==> config.mk <==
export PLATFORM = sky130hd
export DESIGN_NAME = csc_top
export DESIGN_NICKNAME = d
export VERILOG_FILES = /design/src/common/csc_pkg.sv /design/src/rtl/csc_sync3.sv /design/src/rtl/csc_clk_handover.sv /design/src/rtl/csc_top.sv
export VERILOG_INCLUDE_DIRS = /design/src /design/src/common
export SDC_FILE = /design/constraint.sdc
export NUM_CORES = 1
export LEC_CHECK = 0
export BUFFER_PORTS_ARGS = -buffer_cell sky130_fd_sc_hd__buf_2
export CORE_ASPECT_RATIO = 1.25
export CORE_MARGIN = 3
export CORE_UTILIZATION = 53
export DETAILED_ROUTE_END_ITERATION = 16
export GPL_TIMING_DRIVEN = 0
export HOLD_SLACK_MARGIN = 0.06
export PLACE_DENSITY = 0.83
export REMOVE_ABC_BUFFERS = 1
export SLEW_MARGIN = 20
export SYNTH_ARGS = -nofsm -noshare
export SYNTH_HDL_FRONTEND = slang
export SYNTH_SLANG_ARGS = --single-unit
==> constraint.sdc <==
create_clock -name MCLK -period 2.5 [get_ports MCLK]
set_input_delay 0.125 -clock MCLK [delete_from_list [all_inputs] [get_ports MCLK]]
set_output_delay 0.125 -clock MCLK [all_outputs]
set_load 0.005 [all_outputs]
==> src/common/csc_map.svh <==
// Register offsets, field positions, reset values and timing counts of the clock source control.
// Assumes byte addresses on a 32-bit APB bus; register data sits in the low eight bits.
`ifndef CSC_MAP_SVH
`define CSC_MAP_SVH

// Register byte offsets
`define CSC_OFF_PROC_CLK_CTRL 8'h00
`define CSC_OFF_MAIN_CLK_MODE 8'h04
`define CSC_OFF_OSC_MODE_SEL 8'h08
`define CSC_OFF_MAIN_OSC_CTRL 8'h0C
`define CSC_OFF_INT_OSC_MODE 8'h10
`define CSC_OFF_STATUS 8'h14

// Processor clock control fields
`define CSC_BIT_DIV_LO 0
`define CSC_BIT_DIV_HI 2
`define CSC_BIT_CPU_SRC_SEL 4
`define CSC_BIT_CPU_ON_SUB 5
`define CSC_BIT_SUB_XTAL_START 6
`define CSC_RST_DIV 3'h1
`define CSC_DIV_MAX 3'h4
`define CSC_DIV_SUB 3'h1

// Main clock mode fields
`define CSC_BIT_MAIN_MODE 0
`define CSC_BIT_MAIN_ON_HS 1
`define CSC_BIT_MAIN_SRC_SEL 2

// Oscillator mode select fields
`define CSC_BIT_FREQ_RANGE 0
`define CSC_BIT_SUB_OSC_SEL 4
`define CSC_BIT_SUB_EXT_IN 5
`define CSC_BIT_MAIN_OSC_SEL 6
`define CSC_BIT_MAIN_EXT_IN 7

// Main oscillator control and internal oscillator mode fields
`define CSC_BIT_MAIN_OSC_STOP 7
`define CSC_RST_MAIN_OSC_STOP 1'h1
`define CSC_BIT_IHS_STOP 0
`define CSC_BIT_LOWSPD_STOP 1
`define CSC_BIT_IHS_RUNNING 7

// Status register fields
`define CSC_BIT_ST_CPU_BUSY 0
`define CSC_BIT_ST_PERI_BUSY 1
`define CSC_BIT_ST_POC_HOLD 2
`define CSC_BIT_ST_LOWSPD_RUN 3

// Timing
`define CSC_CLK_PERIOD_NS 10
`define CSC_POC_RESET_NS 20000
`define CSC_POC_RESET_CYC ((`CSC_POC_RESET_NS + `CSC_CLK_PERIOD_NS - 1) / `CSC_CLK_PERIOD_NS)
`define CSC_POC_CNT_W 12
`define CSC_SETTLE_LAST 3'h6

`endif

==> src/common/csc_pkg.sv <==
// Types shared by the clock source control and its helper modules.
// Assumes nothing beyond a SystemVerilog compiler.
package csc_pkg;

	// Clock sources that may drive the CPU; the low-speed oscillator has no code here
	typedef enum logic [1:0] {
		CSC_SRC_IHS,
		CSC_SRC_HS,
		CSC_SRC_SUB
	} csc_src_e;

	// Handover sequencer states
	typedef enum logic [1:0] {
		CSC_HOV_IDLE,
		CSC_HOV_OLD,
		CSC_HOV_NEW
	} csc_hov_e;

	// Option byte straps
	typedef struct packed {
		logic wdt_en;
		logic lowspd_nostop;
		logic poc_mode;
	} csc_opt_s;

	// Oscillator and clock input enables
	typedef struct packed {
		logic ihs_run;
		logic main_xtal;
		logic main_ext;
		logic main_freq_range;
		logic sub_xtal;
		logic sub_ext;
		logic lowspd_run;
		logic wdt_clk;
	} csc_osc_en_s;

endpackage

==> src/rtl/csc_sync3.sv <==
// Three-stage synchroniser with agreement filter for asynchronous inputs.
// Assumes inputs are quasi-static levels or slow clocks well below the sampling rate.
`timescale 1ns/1ps
module csc_sync3 #(
	parameter int W = 1
) (
	input wire logic clk, // Sampling clock
	input wire logic rst_n, // Asynchronous reset, active low
	input wire logic [W-1:0] din, // Asynchronous input
	output logic [W-1:0] dout // Filtered, synchronous output
);
	logic [W-1:0] s1_reg, s2_reg, s3_reg, out_reg;
	logic [W-1:0] out_next;

	// Output follows only when stages two and three agree, so a metastable settle never shows
	always_comb begin
		out_next = (s2_reg & s3_reg) | (out_reg & (s2_reg | s3_reg));
	end

	// Shift chain; first stage feeds only the second
	always_ff @(posedge clk or negedge rst_n) begin
		if (!rst_n) begin
			s1_reg <= '0;
			s2_reg <= '0;
			s3_reg <= '0;
			out_reg <= '0;
		end else begin
			s1_reg <= din;
			s2_reg <= s1_reg;
			s3_reg <= s2_reg;
			out_reg <= out_next;
		end
	end

	assign dout = out_reg;
endmodule

==> src/rtl/csc_clk_handover.sv <==
// Glitch-free handover sequencer for one clock selector.
// Assumes lvl carries synchronised levels of the candidate clocks, bit index equal to the source code.
`timescale 1ns/1ps
module csc_clk_handover (
	input wire logic clk, // System clock
	input wire logic rst_n, // Asynchronous reset, active low
	input csc_pkg::csc_src_e target, // Requested source
	input wire logic [2:0] lvl, // Synchronised clock levels
	output csc_pkg::csc_src_e cur, // Source currently handed to the load
	output logic gate_on, // Clock gate open
	output logic busy // Handover in progress
);
	csc_pkg::csc_hov_e state_reg, state_next;
	csc_pkg::csc_src_e cur_reg, cur_next, pend_reg, pend_next;

	// Close the gate on a new request, wait for the old clock low, then switch while the new one is low
	always_comb begin
		state_next = state_reg;
		cur_next = cur_reg;
		pend_next = pend_reg;
		unique case (state_reg)
			csc_pkg::CSC_HOV_IDLE: begin
				if (target != cur_reg) begin
					pend_next = target; // [RQ20]
					state_next = csc_pkg::CSC_HOV_OLD;
				end
			end
			csc_pkg::CSC_HOV_OLD: begin
				if (!lvl[cur_reg]) begin
					state_next = csc_pkg::CSC_HOV_NEW; // [RQ20]
				end
			end
			csc_pkg::CSC_HOV_NEW: begin
				if (!lvl[pend_reg]) begin
					cur_next = pend_reg; // [RQ20]
					state_next = csc_pkg::CSC_HOV_IDLE;
				end
			end
		endcase
	end

	// State and selection registers; reset lands on the internal high-speed source
	always_ff @(posedge clk or negedge rst_n) begin
		if (!rst_n) begin
			state_reg <= csc_pkg::CSC_HOV_IDLE;
			cur_reg <= csc_pkg::CSC_SRC_IHS;
			pend_reg <= csc_pkg::CSC_SRC_IHS;
		end else begin
			state_reg <= state_next;
			cur_reg <= cur_next;
			pend_reg <= pend_next;
		end
	end

	assign cur = cur_reg;
	assign gate_on = (state_reg == csc_pkg::CSC_HOV_IDLE);
	assign busy = (state_reg != csc_pkg::CSC_HOV_IDLE);
endmodule

==> src/rtl/csc_top.sv <==
// Clock source control: APB register file, oscillator enables and CPU/peripheral source selection.
// Assumes APB master on MCLK, oscillator clock levels and option straps arriving asynchronously.
// Operation
// [RQ1] Two status bits report CPU clock source
// [RQ2] Clearing subsystem select stops crystal and input
// [RQ3] Software checks CPU off subsystem before stopping
// [RQ4] STOP state leaves subsystem oscillator running
// [RQ5] Low-speed clock never drives the CPU
// [RQ6] Low-speed oscillator starts after reset, feeds watchdog
// [RQ7] Low-speed stop bit halts and restarts oscillator
// [RQ8] Non-stoppable option makes low-speed stop bit inert
// [RQ9] Main-source and mode bits pick main clocks
// [RQ10] Main mode register field positions
// [RQ11] Oscillator mode select register field positions
// [RQ12] Processor and main oscillator control positions
// [RQ13] Reset lands CPU on internal high-speed clock
// [RQ14] Software sequence for switching to high-speed clock
// [RQ15] Range and main-source bits change once only
// [RQ16] Software sequence for switching to subsystem clock
// [RQ17] Dual-threshold mode holds CPU for 20 us
// [RQ18] Main clock feeds CPU through divider bits
// [RQ19] Subsystem clock feeds CPU divided by two
// [RQ20] Source handover is glitch-free, status follows it
`timescale 1ns/1ps
`include "csc_map.svh"
module csc_top (
	input wire logic MCLK, // System clock, 100 MHz
	input wire logic RST_B, // Asynchronous reset, active low
	input wire logic PSEL, // APB select
	input wire logic PENABLE, // APB enable
	input wire logic PWRITE, // APB write
	input wire logic [7:0] PADDR, // APB byte address
	input wire logic [31:0] PWDATA, // APB write data
	output logic [31:0] PRDATA, // APB read data
	output logic PREADY, // APB ready
	output logic PSLVERR, // APB error on unmapped address
	input csc_pkg::csc_opt_s OPT_PINS, // Option byte straps
	input wire logic STOP_MODE, // Standby STOP state from CPU core
	input wire logic [2:0] CLK_LVL, // Raw levels of internal, high-speed and subsystem clocks
	output csc_pkg::csc_src_e CPU_SRC, // Source driving the CPU
	output logic CPU_CLK_GATE, // CPU clock gate open
	output logic [2:0] CPU_DIV_EXP, // CPU divide exponent
	output csc_pkg::csc_src_e PERI_SRC, // Source driving peripherals
	output logic PERI_CLK_GATE, // Peripheral clock gate open
	output csc_pkg::csc_osc_en_s OSC_EN // Oscillator and input enables
);
	localparam logic [`CSC_POC_CNT_W-1:0] POC_LAST = `CSC_POC_CNT_W'(`CSC_POC_RESET_CYC - 1);

	// Control fields
	logic [2:0] div_reg, div_next;
	logic cpu_sel_reg, cpu_sel_next;
	logic xstart_reg, xstart_next;
	logic mmode_reg, mmode_next;
	logic msrc_reg, msrc_next;
	logic msrc_lock_reg, msrc_lock_next;
	logic range_reg, range_next;
	logic range_lock_reg, range_lock_next;
	logic sub_sel_reg, sub_sel_next;
	logic sub_ext_reg, sub_ext_next;
	logic main_sel_reg, main_sel_next;
	logic main_ext_reg, main_ext_next;
	logic main_osc_stop_reg, main_osc_stop_next;
	logic ihs_stop_reg, ihs_stop_next;
	logic ls_stop_reg, ls_stop_next;
	logic [31:0] rdata_reg, rdata_next;

	// Strap capture and power-on hold
	logic [2:0] settle_reg, settle_next;
	logic opt_valid_reg, opt_valid_next;
	csc_pkg::csc_opt_s opt_reg, opt_next;
	logic [`CSC_POC_CNT_W-1:0] poc_cnt_reg, poc_cnt_next;
	logic poc_hold_reg, poc_hold_next;

	// Outputs
	csc_pkg::csc_osc_en_s osc_reg, osc_next;
	logic [2:0] cdiv_reg, cdiv_next;

	// Wires
	logic [2:0] opt_sync;
	logic [2:0] lvl_sync;
	csc_pkg::csc_src_e cpu_target, peri_target, cpu_cur, peri_cur;
	logic cpu_gate, cpu_busy, peri_gate, peri_busy;
	logic wr_en, rd_setup, mapped;
	logic [7:0] wd;
	logic ls_run;

	// Straps and clock levels come from outside MCLK
	csc_sync3 #(.W(3)) u_opt_sync (
		.clk(MCLK),
		.rst_n(RST_B),
		.din(OPT_PINS),
		.dout(opt_sync)
	);

	csc_sync3 #(.W(3)) u_lvl_sync (
		.clk(MCLK),
		.rst_n(RST_B),
		.din(CLK_LVL),
		.dout(lvl_sync)
	);

	// Source requests; low-speed oscillator has no code in the selector type
	always_comb begin
		peri_target = msrc_reg ? csc_pkg::CSC_SRC_HS : csc_pkg::CSC_SRC_IHS; // [RQ9]
		if (cpu_sel_reg) begin
			cpu_target = csc_pkg::CSC_SRC_SUB; // [RQ19]
		end else if (msrc_reg && mmode_reg) begin
			cpu_target = csc_pkg::CSC_SRC_HS; // [RQ9] [RQ18]
		end else begin
			cpu_target = csc_pkg::CSC_SRC_IHS; // [RQ5] [RQ9]
		end
	end

	csc_clk_handover u_cpu_hov (
		.clk(MCLK),
		.rst_n(RST_B),
		.target(cpu_target),
		.lvl(lvl_sync),
		.cur(cpu_cur),
		.gate_on(cpu_gate),
		.busy(cpu_busy)
	);

	csc_clk_handover u_peri_hov (
		.clk(MCLK),
		.rst_n(RST_B),
		.target(peri_target),
		.lvl(lvl_sync),
		.cur(peri_cur),
		.gate_on(peri_gate),
		.busy(peri_busy)
	);

	// Bus decode; every access completes without wait states
	assign wr_en = PSEL && PENABLE && PWRITE && mapped;
	assign rd_setup = PSEL && !PENABLE && !PWRITE;
	assign wd = PWDATA[7:0];
	always_comb begin
		case (PADDR)
			`CSC_OFF_PROC_CLK_CTRL, `CSC_OFF_MAIN_CLK_MODE, `CSC_OFF_OSC_MODE_SEL,
			`CSC_OFF_MAIN_OSC_CTRL, `CSC_OFF_INT_OSC_MODE, `CSC_OFF_STATUS: mapped = 1'b1;
			default: mapped = 1'b0;
		endcase
	end

	// Register writes; range and main-source fields lock after their first change
	always_comb begin
		div_next = div_reg;
		cpu_sel_next = cpu_sel_reg;
		xstart_next = xstart_reg;
		mmode_next = mmode_reg;
		msrc_next = msrc_reg;
		msrc_lock_next = msrc_lock_reg;
		range_next = range_reg;
		range_lock_next = range_lock_reg;
		sub_sel_next = sub_sel_reg;
		sub_ext_next = sub_ext_reg;
		main_sel_next = main_sel_reg;
		main_ext_next = main_ext_reg;
		main_osc_stop_next = main_osc_stop_reg;
		ihs_stop_next = ihs_stop_reg;
		ls_stop_next = ls_stop_reg;
		if (wr_en) begin
			case (PADDR)
				`CSC_OFF_PROC_CLK_CTRL: begin
					// Prohibited divider codes are dropped so the CPU never sees an undefined ratio
					if (wd[`CSC_BIT_DIV_HI:`CSC_BIT_DIV_LO] <= `CSC_DIV_MAX) begin
						div_next = wd[`CSC_BIT_DIV_HI:`CSC_BIT_DIV_LO]; // [RQ18]
					end
					cpu_sel_next = wd[`CSC_BIT_CPU_SRC_SEL]; // [RQ12]
					xstart_next = wd[`CSC_BIT_SUB_XTAL_START]; // [RQ12]
				end
				`CSC_OFF_MAIN_CLK_MODE: begin
					mmode_next = wd[`CSC_BIT_MAIN_MODE]; // [RQ10]
					if (!msrc_lock_reg && (wd[`CSC_BIT_MAIN_SRC_SEL] != msrc_reg)) begin
						msrc_next = wd[`CSC_BIT_MAIN_SRC_SEL]; // [RQ10] [RQ15]
						msrc_lock_next = 1'b1; // [RQ15]
					end
				end
				`CSC_OFF_OSC_MODE_SEL: begin
					main_ext_next = wd[`CSC_BIT_MAIN_EXT_IN]; // [RQ11]
					main_sel_next = wd[`CSC_BIT_MAIN_OSC_SEL]; // [RQ11]
					sub_ext_next = wd[`CSC_BIT_SUB_EXT_IN]; // [RQ11]
					sub_sel_next = wd[`CSC_BIT_SUB_OSC_SEL]; // [RQ11]
					if (!range_lock_reg && (wd[`CSC_BIT_FREQ_RANGE] != range_reg)) begin
						range_next = wd[`CSC_BIT_FREQ_RANGE]; // [RQ11] [RQ15]
						range_lock_next = 1'b1; // [RQ15]
					end
				end
				`CSC_OFF_MAIN_OSC_CTRL: begin
					main_osc_stop_next = wd[`CSC_BIT_MAIN_OSC_STOP]; // [RQ12]
				end
				`CSC_OFF_INT_OSC_MODE: begin
					ihs_stop_next = wd[`CSC_BIT_IHS_STOP];
					ls_stop_next = wd[`CSC_BIT_LOWSPD_STOP]; // [RQ7]
				end
				default: begin
				end
			endcase
		end
	end

	// Read data is fetched in the setup cycle and held through the access cycle
	always_comb begin
		rdata_next = rdata_reg;
		if (rd_setup) begin
			rdata_next = 32'h0000_0000;
			case (PADDR)
				`CSC_OFF_PROC_CLK_CTRL: begin
					rdata_next[`CSC_BIT_DIV_HI:`CSC_BIT_DIV_LO] = div_reg;
					rdata_next[`CSC_BIT_CPU_SRC_SEL] = cpu_sel_reg;
					rdata_next[`CSC_BIT_CPU_ON_SUB] = (cpu_cur == csc_pkg::CSC_SRC_SUB); // [RQ1] [RQ20]
					rdata_next[`CSC_BIT_SUB_XTAL_START] = xstart_reg;
				end
				`CSC_OFF_MAIN_CLK_MODE: begin
					rdata_next[`CSC_BIT_MAIN_MODE] = mmode_reg;
					rdata_next[`CSC_BIT_MAIN_ON_HS] = (cpu_cur == csc_pkg::CSC_SRC_HS); // [RQ1] [RQ20]
					rdata_next[`CSC_BIT_MAIN_SRC_SEL] = msrc_reg;
				end
				`CSC_OFF_OSC_MODE_SEL: begin
					rdata_next[`CSC_BIT_MAIN_EXT_IN] = main_ext_reg;
					rdata_next[`CSC_BIT_MAIN_OSC_SEL] = main_sel_reg;
					rdata_next[`CSC_BIT_SUB_EXT_IN] = sub_ext_reg;
					rdata_next[`CSC_BIT_SUB_OSC_SEL] = sub_sel_reg;
					rdata_next[`CSC_BIT_FREQ_RANGE] = range_reg;
				end
				`CSC_OFF_MAIN_OSC_CTRL: begin
					rdata_next[`CSC_BIT_MAIN_OSC_STOP] = main_osc_stop_reg;
				end
				`CSC_OFF_INT_OSC_MODE: begin
					rdata_next[`CSC_BIT_IHS_RUNNING] = osc_reg.ihs_run;
					rdata_next[`CSC_BIT_LOWSPD_STOP] = ls_stop_reg;
					rdata_next[`CSC_BIT_IHS_STOP] = ihs_stop_reg;
				end
				`CSC_OFF_STATUS: begin
					rdata_next[`CSC_BIT_ST_CPU_BUSY] = cpu_busy;
					rdata_next[`CSC_BIT_ST_PERI_BUSY] = peri_busy;
					rdata_next[`CSC_BIT_ST_POC_HOLD] = poc_hold_reg;
					rdata_next[`CSC_BIT_ST_LOWSPD_RUN] = osc_reg.lowspd_run;
				end
				default: begin
				end
			endcase
		end
	end

	// Control registers; reset values give internal high-speed CPU operation untouched
	always_ff @(posedge MCLK or negedge RST_B) begin
		if (!RST_B) begin
			div_reg <= `CSC_RST_DIV;
			cpu_sel_reg <= 1'b0; // [RQ13]
			xstart_reg <= 1'b0;
			mmode_reg <= 1'b0; // [RQ13]
			msrc_reg <= 1'b0; // [RQ13]
			msrc_lock_reg <= 1'b0;
			range_reg <= 1'b0;
			range_lock_reg <= 1'b0;
			sub_sel_reg <= 1'b0;
			sub_ext_reg <= 1'b0;
			main_sel_reg <= 1'b0;
			main_ext_reg <= 1'b0;
			main_osc_stop_reg <= `CSC_RST_MAIN_OSC_STOP;
			ihs_stop_reg <= 1'b0;
			ls_stop_reg <= 1'b0; // [RQ6]
			rdata_reg <= 32'h0000_0000;
		end else begin
			div_reg <= div_next;
			cpu_sel_reg <= cpu_sel_next;
			xstart_reg <= xstart_next;
			mmode_reg <= mmode_next;
			msrc_reg <= msrc_next;
			msrc_lock_reg <= msrc_lock_next;
			range_reg <= range_next;
			range_lock_reg <= range_lock_next;
			sub_sel_reg <= sub_sel_next;
			sub_ext_reg <= sub_ext_next;
			main_sel_reg <= main_sel_next;
			main_ext_reg <= main_ext_next;
			main_osc_stop_reg <= main_osc_stop_next;
			ihs_stop_reg <= ihs_stop_next;
			ls_stop_reg <= ls_stop_next;
			rdata_reg <= rdata_next;
		end
	end

	// Straps are caught once the synchroniser has settled, then the dual-threshold hold runs
	// The filter output lags four edges, so an earlier capture would latch the reset zeros
	always_comb begin
		settle_next = settle_reg;
		opt_valid_next = opt_valid_reg;
		opt_next = opt_reg;
		poc_cnt_next = poc_cnt_reg;
		poc_hold_next = poc_hold_reg;
		if (!opt_valid_reg) begin
			if (settle_reg == `CSC_SETTLE_LAST) begin
				opt_next = csc_pkg::csc_opt_s'(opt_sync);
				opt_valid_next = 1'b1;
			end else begin
				settle_next = settle_reg + 3'h1;
			end
		end else if (poc_hold_reg) begin
			if (!opt_reg.poc_mode || (poc_cnt_reg == POC_LAST)) begin
				poc_hold_next = 1'b0; // [RQ17]
			end else begin
				poc_cnt_next = poc_cnt_reg + `CSC_POC_CNT_W'(1); // [RQ17]
			end
		end
	end

	always_ff @(posedge MCLK or negedge RST_B) begin
		if (!RST_B) begin
			settle_reg <= 3'h0;
			opt_valid_reg <= 1'b0;
			opt_reg <= '0;
			poc_cnt_reg <= '0;
			poc_hold_reg <= 1'b1;
		end else begin
			settle_reg <= settle_next;
			opt_valid_reg <= opt_valid_next;
			opt_reg <= opt_next;
			poc_cnt_reg <= poc_cnt_next;
			poc_hold_reg <= poc_hold_next;
		end
	end

	// Oscillator enables; STOP halts only the internal high-speed oscillator
	assign ls_run = !ls_stop_reg || opt_reg.lowspd_nostop; // [RQ7] [RQ8]
	always_comb begin
		osc_next.ihs_run = !ihs_stop_reg && !STOP_MODE;
		osc_next.main_xtal = main_sel_reg && !main_ext_reg && !main_osc_stop_reg; // [RQ9]
		osc_next.main_ext = main_sel_reg && main_ext_reg && !main_osc_stop_reg; // [RQ9]
		osc_next.main_freq_range = range_reg;
		// Start bit forces the crystal regardless of the select pair
		osc_next.sub_xtal = xstart_reg || (sub_sel_reg && !sub_ext_reg); // [RQ2] [RQ4]
		osc_next.sub_ext = !xstart_reg && sub_sel_reg && sub_ext_reg; // [RQ2] [RQ4]
		osc_next.lowspd_run = ls_run; // [RQ6]
		osc_next.wdt_clk = ls_run && opt_reg.wdt_en; // [RQ5] [RQ6]
		cdiv_next = (cpu_cur == csc_pkg::CSC_SRC_SUB) ? `CSC_DIV_SUB : div_reg; // [RQ18] [RQ19]
	end

	always_ff @(posedge MCLK or negedge RST_B) begin
		if (!RST_B) begin
			osc_reg <= '0;
			cdiv_reg <= `CSC_RST_DIV;
		end else begin
			osc_reg <= osc_next;
			cdiv_reg <= cdiv_next;
		end
	end

	// Port drive; gates stay shut until the straps are known and the hold ends
	assign PRDATA = rdata_reg;
	assign PREADY = 1'b1;
	assign PSLVERR = PSEL && PENABLE && !mapped;
	assign CPU_SRC = cpu_cur; // [RQ13]
	assign CPU_CLK_GATE = cpu_gate && !poc_hold_reg; // [RQ17] [RQ20]
	assign CPU_DIV_EXP = cdiv_reg;
	assign PERI_SRC = peri_cur;
	assign PERI_CLK_GATE = peri_gate && !poc_hold_reg;
	assign OSC_EN = osc_reg;
endmodule

==> Yosys cells after proc, flatten, opt, wreduce, memory -nomap -nowiden <==
Cells that the tools add are included.
{ "word_totals": {"reg_bits": 92, "wordCells": 180} }
{ "classes": {"n_eq_ne": 23, "muxes": 31, "magnitude_cmp": 5, "n_reduce_logical": 60, "n_addsub": 2, "bitwise_logic": 13} }
{ "ops": {"columns": ["operator", "count"], "rows": [
  ["$reduce_and A2 Y1", 11],
  ["$logic_and A1 B1 Y1", 20],
  ["$reduce_and A3 Y1", 6],
  ["$eq A8 B4 Y1 const B", 2],
  ["$eq A8 B5 Y1 const B", 2],
  ["$logic_not A1 Y1", 14],
  ["$mux W2", 7],
  ["$add A12 B1 Y12 const B", 1],
  ["$and A3 B3 Y3", 4],
  ["$eq A12 B11 Y1 const B", 1],
  ["$lt A2 B3 Y1 const B", 4],
  ["$mux W1", 12],
  ["$or A3 B3 Y3", 4],
  ["$pmux W2 S3", 2],
  ["$bmux W1 S2", 4],
  ["$eq A8 B3 Y1 const B", 1],
  ["$logic_not A8 Y1", 1],
  ["$ne A2 B2 Y1 const B", 4],
  ["$eq A2 B1 Y1 const B", 3],
  ["$eq A2 B2 Y1 const B", 3],
  ["$pmux W1 S3", 2],
  ["$pmux W3 S2", 1],
  ["$reduce_or A6 Y1", 1],
  ["$not A1 Y1", 5],
  ["13 further kinds", 19]
]} }

==> Longest topological paths before layout <==
Gate-level depths: netlist (run 1).
{ "depth": {"word_depth": 6, "ltp_mapped": 6, "ltp_nobuf": 6} }

==> Hierarchy <==
A second synthesis (run 1) with hierarchy kept.
{ "unflattened": {"hier_cells": 357, "area_unflattened_um2": 4172.8} }
{ "by_module_without_submodules": {"columns": ["module", "instances", "area_each_um2", "cells_each", "seq_area_each_um2"], "rows": [
  ["csc_top", 1, 2716.4, 245, 1406.3],
  ["csc_clk_handover", 2, 394.1, 41, 150.1],
  ["csc_sync3", 2, 334.1, 15, 300.3]
]} }

==> Worst setup path after synthesis (run 1) <==
Ideal clock, no wire load.
{ "synth_timing": {"kind": "register to register", "start": "register u_cpu_hov.state_reg[0]", "end": "register u_cpu_hov.state_reg[1]", "stages_incl_launch_ff": 7, "setup_ns": 0.125, "t_arrival_ns": 1.620, "path_slack_ns": 0.756, "synth_period_minus_slack_ns": 1.744, "cell_sequence": "dfrtp_1 > inv_1 > ha_1 > a22oi_1 > o32ai_1 > a221oi_1 > mux2_2"} }
{ "synth_between": {"elab_chain_cells": 3} }
{ "synth_lines": {"columns": ["element", "line_no", "text"], "rows": [
  ["start: declaration", "csc_clk_handover.sv:13", "csc_pkg::csc_hov_e state_reg, state_next;"],
  ["start signal: assignment", "csc_clk_handover.sv:45", "state_reg <= csc_pkg::CSC_HOV_IDLE;"],
  ["start signal: assignment", "csc_clk_handover.sv:49", "state_reg <= state_next;"],
  ["$eq A2 B2 Y1, or another cell as far along", "csc_clk_handover.sv:21", "unique case (state_reg)"],
  ["$ne A2 B2 Y1 (no line) or $ne A2 B1 Y1 (tied branches)", null, null],
  ["$reduce_and A3 Y1 (no line)", null, null]
]} }
Several ways; a longest one is shown, not always the timed one.
A chain may end at the register's enable or synchronous reset.

==> Worst setup path after layout (run 1) <==
Ends and elaborated chain as after synthesis.

==> results of run 1 <==
[layer usage]
metal  GRT usage, %  part of all wire, %
met4           8.82                  3.1
met1           20.9                   39
met5              0                    0
met2           31.9                   53
met3           4.04                  4.8
[how the worst max path moves through the flow]
stage | from | end | slack (ns) | cells after the start
final | u_cpu_hov.state_reg[0] | u_cpu_hov.state_reg[1] | 0.56 | 6
after global routing | u_cpu_hov.state_reg[0] | u_cpu_hov.state_reg[1] | 0.46 | 6
after CTS | u_cpu_hov.state_reg[0] | u_cpu_hov.state_reg[1] | 0.55 | 6
after detailed placement | PADDR[1] | main_sel_reg | 0.56 | 4
after global placement | RST_B | poc_cnt_reg[2] | 0.59 | 1
after floorplan | u_cpu_hov.state_reg[0] | u_cpu_hov.state_reg[1] | 0.76 | 6
[cell type report]
class | instances | area, um2 | area share [%]
Inverter | 13 | 48.8 | 1.03
Clock buffer | 11 | 131 | 2.79
Sequential cell | 90 | 2260 | 47.9
Timing Repair Buffer | 65 | 415 | 8.81
Tap cell | 92 | 115 | 2.44
Multi-Input combinational cell | 238 | 1640 | 34.9
Clock inverter | 5 | 104 | 2.20
[power by group]
group / leakage, uW / switching (uW) / internal, uW / total, uW
clock network: 0.000118 / 487 / 665 / 1150
registers: 0.00113 / 114 / 1580 / 1690
logic: 0.00101 / 333 / 299 / 632
total: 0.00225 / 934 / 2540 / 3480
[logic make-up (layout without fill, tap and decap cells)]
kind of cell | Yosys count | after routing | share of synthesized area [%]
muxes | 29 | 29 | 8.13
buffers and inverters | 47 | 94 | 6.94
adders and majority gates | 17 | 17 | 4.83
xor gates and xnor gates | 16 | 16 | 3.42
DFF | 90 | 90 | 55.1
other | 2 | 26 | 0.183
AOI/OAI and AO/OA | 49 | 49 | 7.58
and+or+nand+nor | 101 | 101 | 13.8
[cells in the final DEF (no fill, tap or decap), drive strengths merged, types with 3 or more instances in the layout]
cell type	count
nor2	18
dfrtp	86
nand2b	8
a22oi	3
nand3b	3
nand3	11
dfstp	4
and2	4
and3	3
mux2i	7
mux2	21
nor3	5
inv	13
xor2	6
ha	11
dlygate4sd3	13
buf	52
clkbuf	11
o21ai	7
xnor2	10
maj3	6
a21oi	17
conb	26
bufinv	3
a31oi	5
nor4	3
nand2	30
[stage by stage]
stage	setup WS [ns]	instance area, um2	total power (uW)	std cells
after floorplan	0.756	3950	2100	341
after global placement	0.592	4320	2280	484
after detailed placement	0.559	4350	2340	485
after CTS	0.545	4720	3510	514
after global routing	0.460	4720	3680	514
final	0.556	4720	3480	514
[repair_timing]
item | 4_1_cts | 5_1_grt
hold endpoints to repair | 55 | 0
hold buffers | 13 | 0
resized for setup | 0 | 0
==> run_results.csv, run 1 <==
group,metric,value,unit
run_status,status,"finished, final reports clean",
synth,synth_cell_types,56,
drt,drtIter0Drc,281,
synth,seq_area_frac_synth,55.1,%
layout,final_net_count,480,
synth,ys_ff_latch,90,
layout,n_fill_cell,574,
worst_setup_path,cp_cell_sequence,"inv_1 -> ha_1 -> a22oi_1 -> o32ai_1 -> a221oi_1 -> mux2_2",
placement,place_congestion,0.889,
die,die_h,104,um
worst_setup_path,path_buf_inv,1,
job,drv_cap,0,
clock_tree,path_clk_slew,0.09,ns
drt,drtAntennaViolNets,0,
synth,yosysMostFrequentCell,"dfrtp_1",
layout,final_util,63.3,%
clock_tree,tritoncts,"built",
clock_tree,cts_setup_buffers,0,
global_route,grt_max_degree,49,
worst_setup_path,r2r-start,"u_cpu_hov.state_reg[0]",
worst_setup_path,endpoint_kind,"register",
synth,synth_edf_count,0,
synth,synthFlopType,"dfrtp_1",
drt,drt_wl_total,7630,um
synth,synthTopCellsByArea,"dfrtp_1, mux2_2, buf_4, ha_1, nand2_1",
pwr,power_density,737,mW/mm2
drt,vias,2784,
min_path,whs_path_depth,2,
min_path,min_from,"PWDATA[2]",
clock_tree,clkSinkCount,90,
worst_setup_path,critPathTopFamily,"compound AO/OA/AOI/OAI gates",
drt,wl_per_cell,14.9,um
worst_setup_path,critPathKind,"register to register",
worst_setup_path,crit_path_top_delay_cell,"dfrtp_1",
worst_setup_path,required,2.74,ns
worst_setup_path,crit_arrival,2.19,ns
global_route,grt_overflow,0,
drt,dr.pass1.iters,4,
clock_tree,cts_made_buffers,9,
timing,fin_setup_tns,0,ns
worst_setup_path,reg2regPathDepth,6,
worst_setup_path,start_kind,"register",
synth,ys_async_sr_fraction,100,%
min_path,hp-class,"primary input to register",
synth,synth.avg_cell_area,11.7,um2
worst_setup_path,r2r_slack,0.56,ns
global_route,grt_pass1_wl,12900,um
timing,clock_skew,0.0120,ns
worst_setup_path,r2r-end,"u_cpu_hov.state_reg[1]",
timing,slew_headroom,62.0,%
placement,numPortBuffers,51,
timing,period_needed,1.94,ns
die,num_rows,35,
min_path,hold_path_end,"msrc_reg",
worst_setup_path,cp_max_fo,4,
clock_tree,cts_buffer_depth,2,
timing,hold_viol,0,
worst_setup_path,crit_path_max_incr_delay,0.39,ns
global_route,first_global_vias,2820,
layout,syn2layout_area_growth,15.2,%
synth,yosys.area.top_type_share,52.6,%
timing,max_clock_freq,515,MHz
die,die_x,84.6,um
timing,period_share,77.7,%
drt,vias_per_cell,5.42,
clock_tree,h-tree-depth,3,
timing,setup_viol,0,
timing,rsz0062_at_grt,"no",
global_route,grt_usage,18.3,%
global_route,antenna_found_initial,0,
synth,synth_largest_area_cell,"dfrtp_1",
die,initial_core_util,55.0,%
clock_tree,cts-root-buf,"clkbuf_8",
layout,diodes,0,
layout,drive_gt1_share,23.5,%
pwr,cellLeakagePower,0.00225,uW
synth,synth_common_cells,"dfrtp_1, nand2_1, buf_4, mux2_2, nor2_1",
die,fp.coreArea,0.00744,mm2
die,die_area,0.00882,mm2
drt,drcViolationCount,0,
synth,synthCells,351,
placement,post-dp-hpwl,5410,um
synth,syn_area,0.00410,mm2
pwr,ir_worst_vdd,351,uV
timing,holdWs,0.108,ns
synth,yosys_warnings,0,
layout,largest_reg_flops,12,
clock_tree,clock_latency,0.35,ns
timing,worstMarginPinSlew,0.570,ns
die,io_pins,103,
timing,slew_violations,0,
(Power assumes the default switching activity.)
==> run 2, diff against run 1 <==
ABC_AREA = 1   (was unset)
CORE_UTILIZATION = 48   (was 53)
PLACE_DENSITY = 0.79   (was 0.83)
clock period = 1.65 ns   (was 2.5 ns; I/O delays follow)
==> run_results.csv, run 2 <==
group,metric,value,unit
run_status,status,"finished, final reports clean",
timing,setup_viol,0,
layout,finalInstanceArea,0.00505,mm2
drt,wl_met1,3850,um
worst_setup_path,r2r-start,"poc_cnt_reg[0]",
die,fp.coreArea,0.00847,mm2
drt,vias,3249,
layout,final_common_cell,"nand2_1",
layout,drive_gt1_share,20.7,%
worst_setup_path,start_kind,"register",
synth,synthFlopType,"dfrtp_1",
die,io_pins,103,
placement,post-dp-hpwl,6210,um
drt,vias_per_cell,4.87,
die,die_x,90.5,um
global_route,grt_usage,17.9,%
worst_setup_path,endpoint_kind,"output port",
drt,drcViolationCount,0,
drt,wl_per_cell,13.3,um
timing,period_needed,1.55,ns
synth,synth_edf_count,0,
worst_setup_path,reg2regPathDepth,8,
timing,hold_viol,0,
worst_setup_path,crit_arrival,1.47,ns
timing,period_share,94.1,%
timing,clock_skew,0.00796,ns
die,num_rows,37,
drt,drtIter0Drc,243,
synth,synthCells,465,
drt,drtAntennaViolNets,0,
synth,yosysMostFrequentCell,"nand2_1",
drt,wl_met3,403,um
placement,numPortBuffers,51,
min_path,hp-class,"primary input to register",
clock_tree,cts-root-buf,"clkbuf_8",
clock_tree,cts_made_buffers,9,
clock_tree,tritoncts,"built",
timing,worst_slack,0.0968,ns
timing,slew_headroom,55.8,%
global_route,grt_max_degree,53,
clock_tree,path_clk_slew,0.08,ns
placement,placed_area,0.00460,mm2
die,initial_core_util,50.6,%
synth,ys_ff_latch,90,
global_route,grt_overflow,0,
drt,highest_layer,"met4",
layout,diodes,0,
global_route,antenna_found_initial,0,
placement,place_congestion,0.908,
timing,rsz0062_at_grt,"no",
synth,yosys_warnings,0,
synth,synth_cell_types,36,
clock_tree,clock_latency,0.36,ns
pwr,ir_worst_vdd,580,uV
drt,drt_wl_total,8840,um
clock_tree,h-tree-depth,3,
synth,synthTopCellsByArea,"dfrtp_1, nand2_1, buf_4, inv_1, o21ai_0",
synth,synth_largest_area_cell,"dfrtp_1",
synth,seq_area_frac_synth,52.7,%
timing,worstMarginPinSlew,0.660,ns
worst_setup_path,startpoint,"u_cpu_hov.state_reg[1]",
clock_tree,clkSinkCount,90,
synth,synth.avg_cell_area,9.22,um2
global_route,grt_pass1_wl,14600,um
layout,syn2layout_area_growth,17.8,%
drt,dr.pass1.iters,4,
job,drv_cap,0,
layout,final_net_count,609,
worst_setup_path,cp_max_fo,4,
die,die_h,112,um
clock_tree,cts_buffer_depth,2,
worst_setup_path,r2r-end,"poc_cnt_reg[4]",
placement,dpl_worst_slack,-0.123,ns
drt,wl_met2,4400,um
global_route,first_global_vias,3169,
worst_setup_path,required,1.57,ns
timing,slew_violations,0,
worst_setup_path,critPathKind,"register to output port",
synth,syn_area,0.00429,mm2
synth,synth_common_cells,"nand2_1, dfrtp_1, inv_1, o21ai_0, buf_4",
worst_setup_path,r2r_slack,0.12,ns
timing,max_clock_freq,644,MHz
layout,mostFrequentLayoutCells,"nand2_1, dfrtp_1, inv_1, buf_2, o21ai_0",
layout,largest_reg_flops,12,
synth,ys_async_sr_fraction,100,%
worst_setup_path,crit_end,"CPU_CLK_GATE",
pwr,cellLeakagePower,0.00251,uW
min_path,whs_path_depth,4,
die,die_area,0.0101,mm2
pwr,power_density,990,mW/mm2
synth,yosys.area.top_type_share,50.2,%
## run 2: cell count changes in the layout (fill, tap and decap cells not counted), sizes merged, moves of 6 or more
cell / before / now
nand2: 30 / 127
inv: 13 / 54
o21ai: 7 / 34
mux2: 21 / 2
nor2: 18 / 34
nand3: 11 / 24
a21oi: 17 / 7
nand2b: 8 / 0
nand4: 2 / 10
mux2i: 7 / 0
buf: 52 / 58
## run 2: worst min-delay path by stage
| stage | start | slack, ns | to |
|---|---|---|---|
| global route | PWRITE | 0.1 | PRDATA[6] |
| finish | PWRITE | 0.09 | PRDATA[1] |
| floorplan | RST_B | -0.21 | CPU_DIV_EXP[1] |
| CTS | PWRITE | 0.07 | PRDATA[1] |
| detailed placement | RST_B | 0.09 | PRDATA[7] |
| global placement | OPT_PINS[1] | 0.19 | u_opt_sync.s1_reg[1] |
## run 2: final cells by class
cell class / instances / area, um2
Clock buffer: 10 / 138
Clock inverter: 5 / 78.8
Fill cell: 712 / 3420
Inverter: 54 / 203
Multi-Input combinational cell: 318 / 1750
Sequential cell: 90 / 2260
Tap cell: 117 / 146
Timing Repair Buffer: 73 / 480
## run 2: timing repair
action                                  in CTS  in global routing
gates resized for setup                      1                  5
hold buffers                                15                  0
endpoints found under the setup margin      11                 13
gates cloned                                 0                  1
setup buffers                                0                  6
endpoints found under the hold margin       59                  0
pin swaps                                    0                  0
## run 2: logic make-up (layout without fill, tap and decap cells)
kind of cell | Yosys count | in the layout | share of synthesized area (%)
compound gates | 49 | 49 | 6.30
other cells | 2 | 26 | 0.175
mux | 2 | 2 | 0.525
xor+xnor | 13 | 13 | 2.66
flops | 90 | 90 | 52.7
fa+ha+maj | 17 | 17 | 4.61
buf+inv | 82 | 142 | 9.57
simple gates | 210 | 211 | 23.5
## run 2: per-layer routing
layer | vias to the layer above | track usage (%)
met1 | 1545 | 22.7
li1 | 1591 | -
met4 | 0 | 9.60
met3 | 14 | 2.64
met5 | - | 0
met2 | 99 | 29.6
## run 2: where the power goes
part	internal [uW]	switching [uW]	leakage, uW	total, uW
clock	883	759	0.000112	1640
combinational	347	516	0.00133	864
sequential	2370	125	0.00107	2490
## run 2: stage by stage
step           cells  setup TNS [ns]  utilization [%]  total power, uW  hold slack, ns
2_1_floorplan    461               0                -             3010          -0.213
3_3_place_gp     629          -20.23             54.0             3280           0.190
3_5_place_dp     630           -1.15             54.3             3350          0.0920
4_1_cts          660               0             58.7             5030          0.0735
5_1_grt          667               0             59.6             5280          0.0993
6_report         667               0             59.6             5000          0.0904
## run 2: worst max-delay path, cell delays in order (launching register included)
cell and delay, ns:
dfrtp_1 0.42, inv_1 0.13, ha_2 0.25, inv_1 0.05
nor2_1 0.13, buf_2 0.14
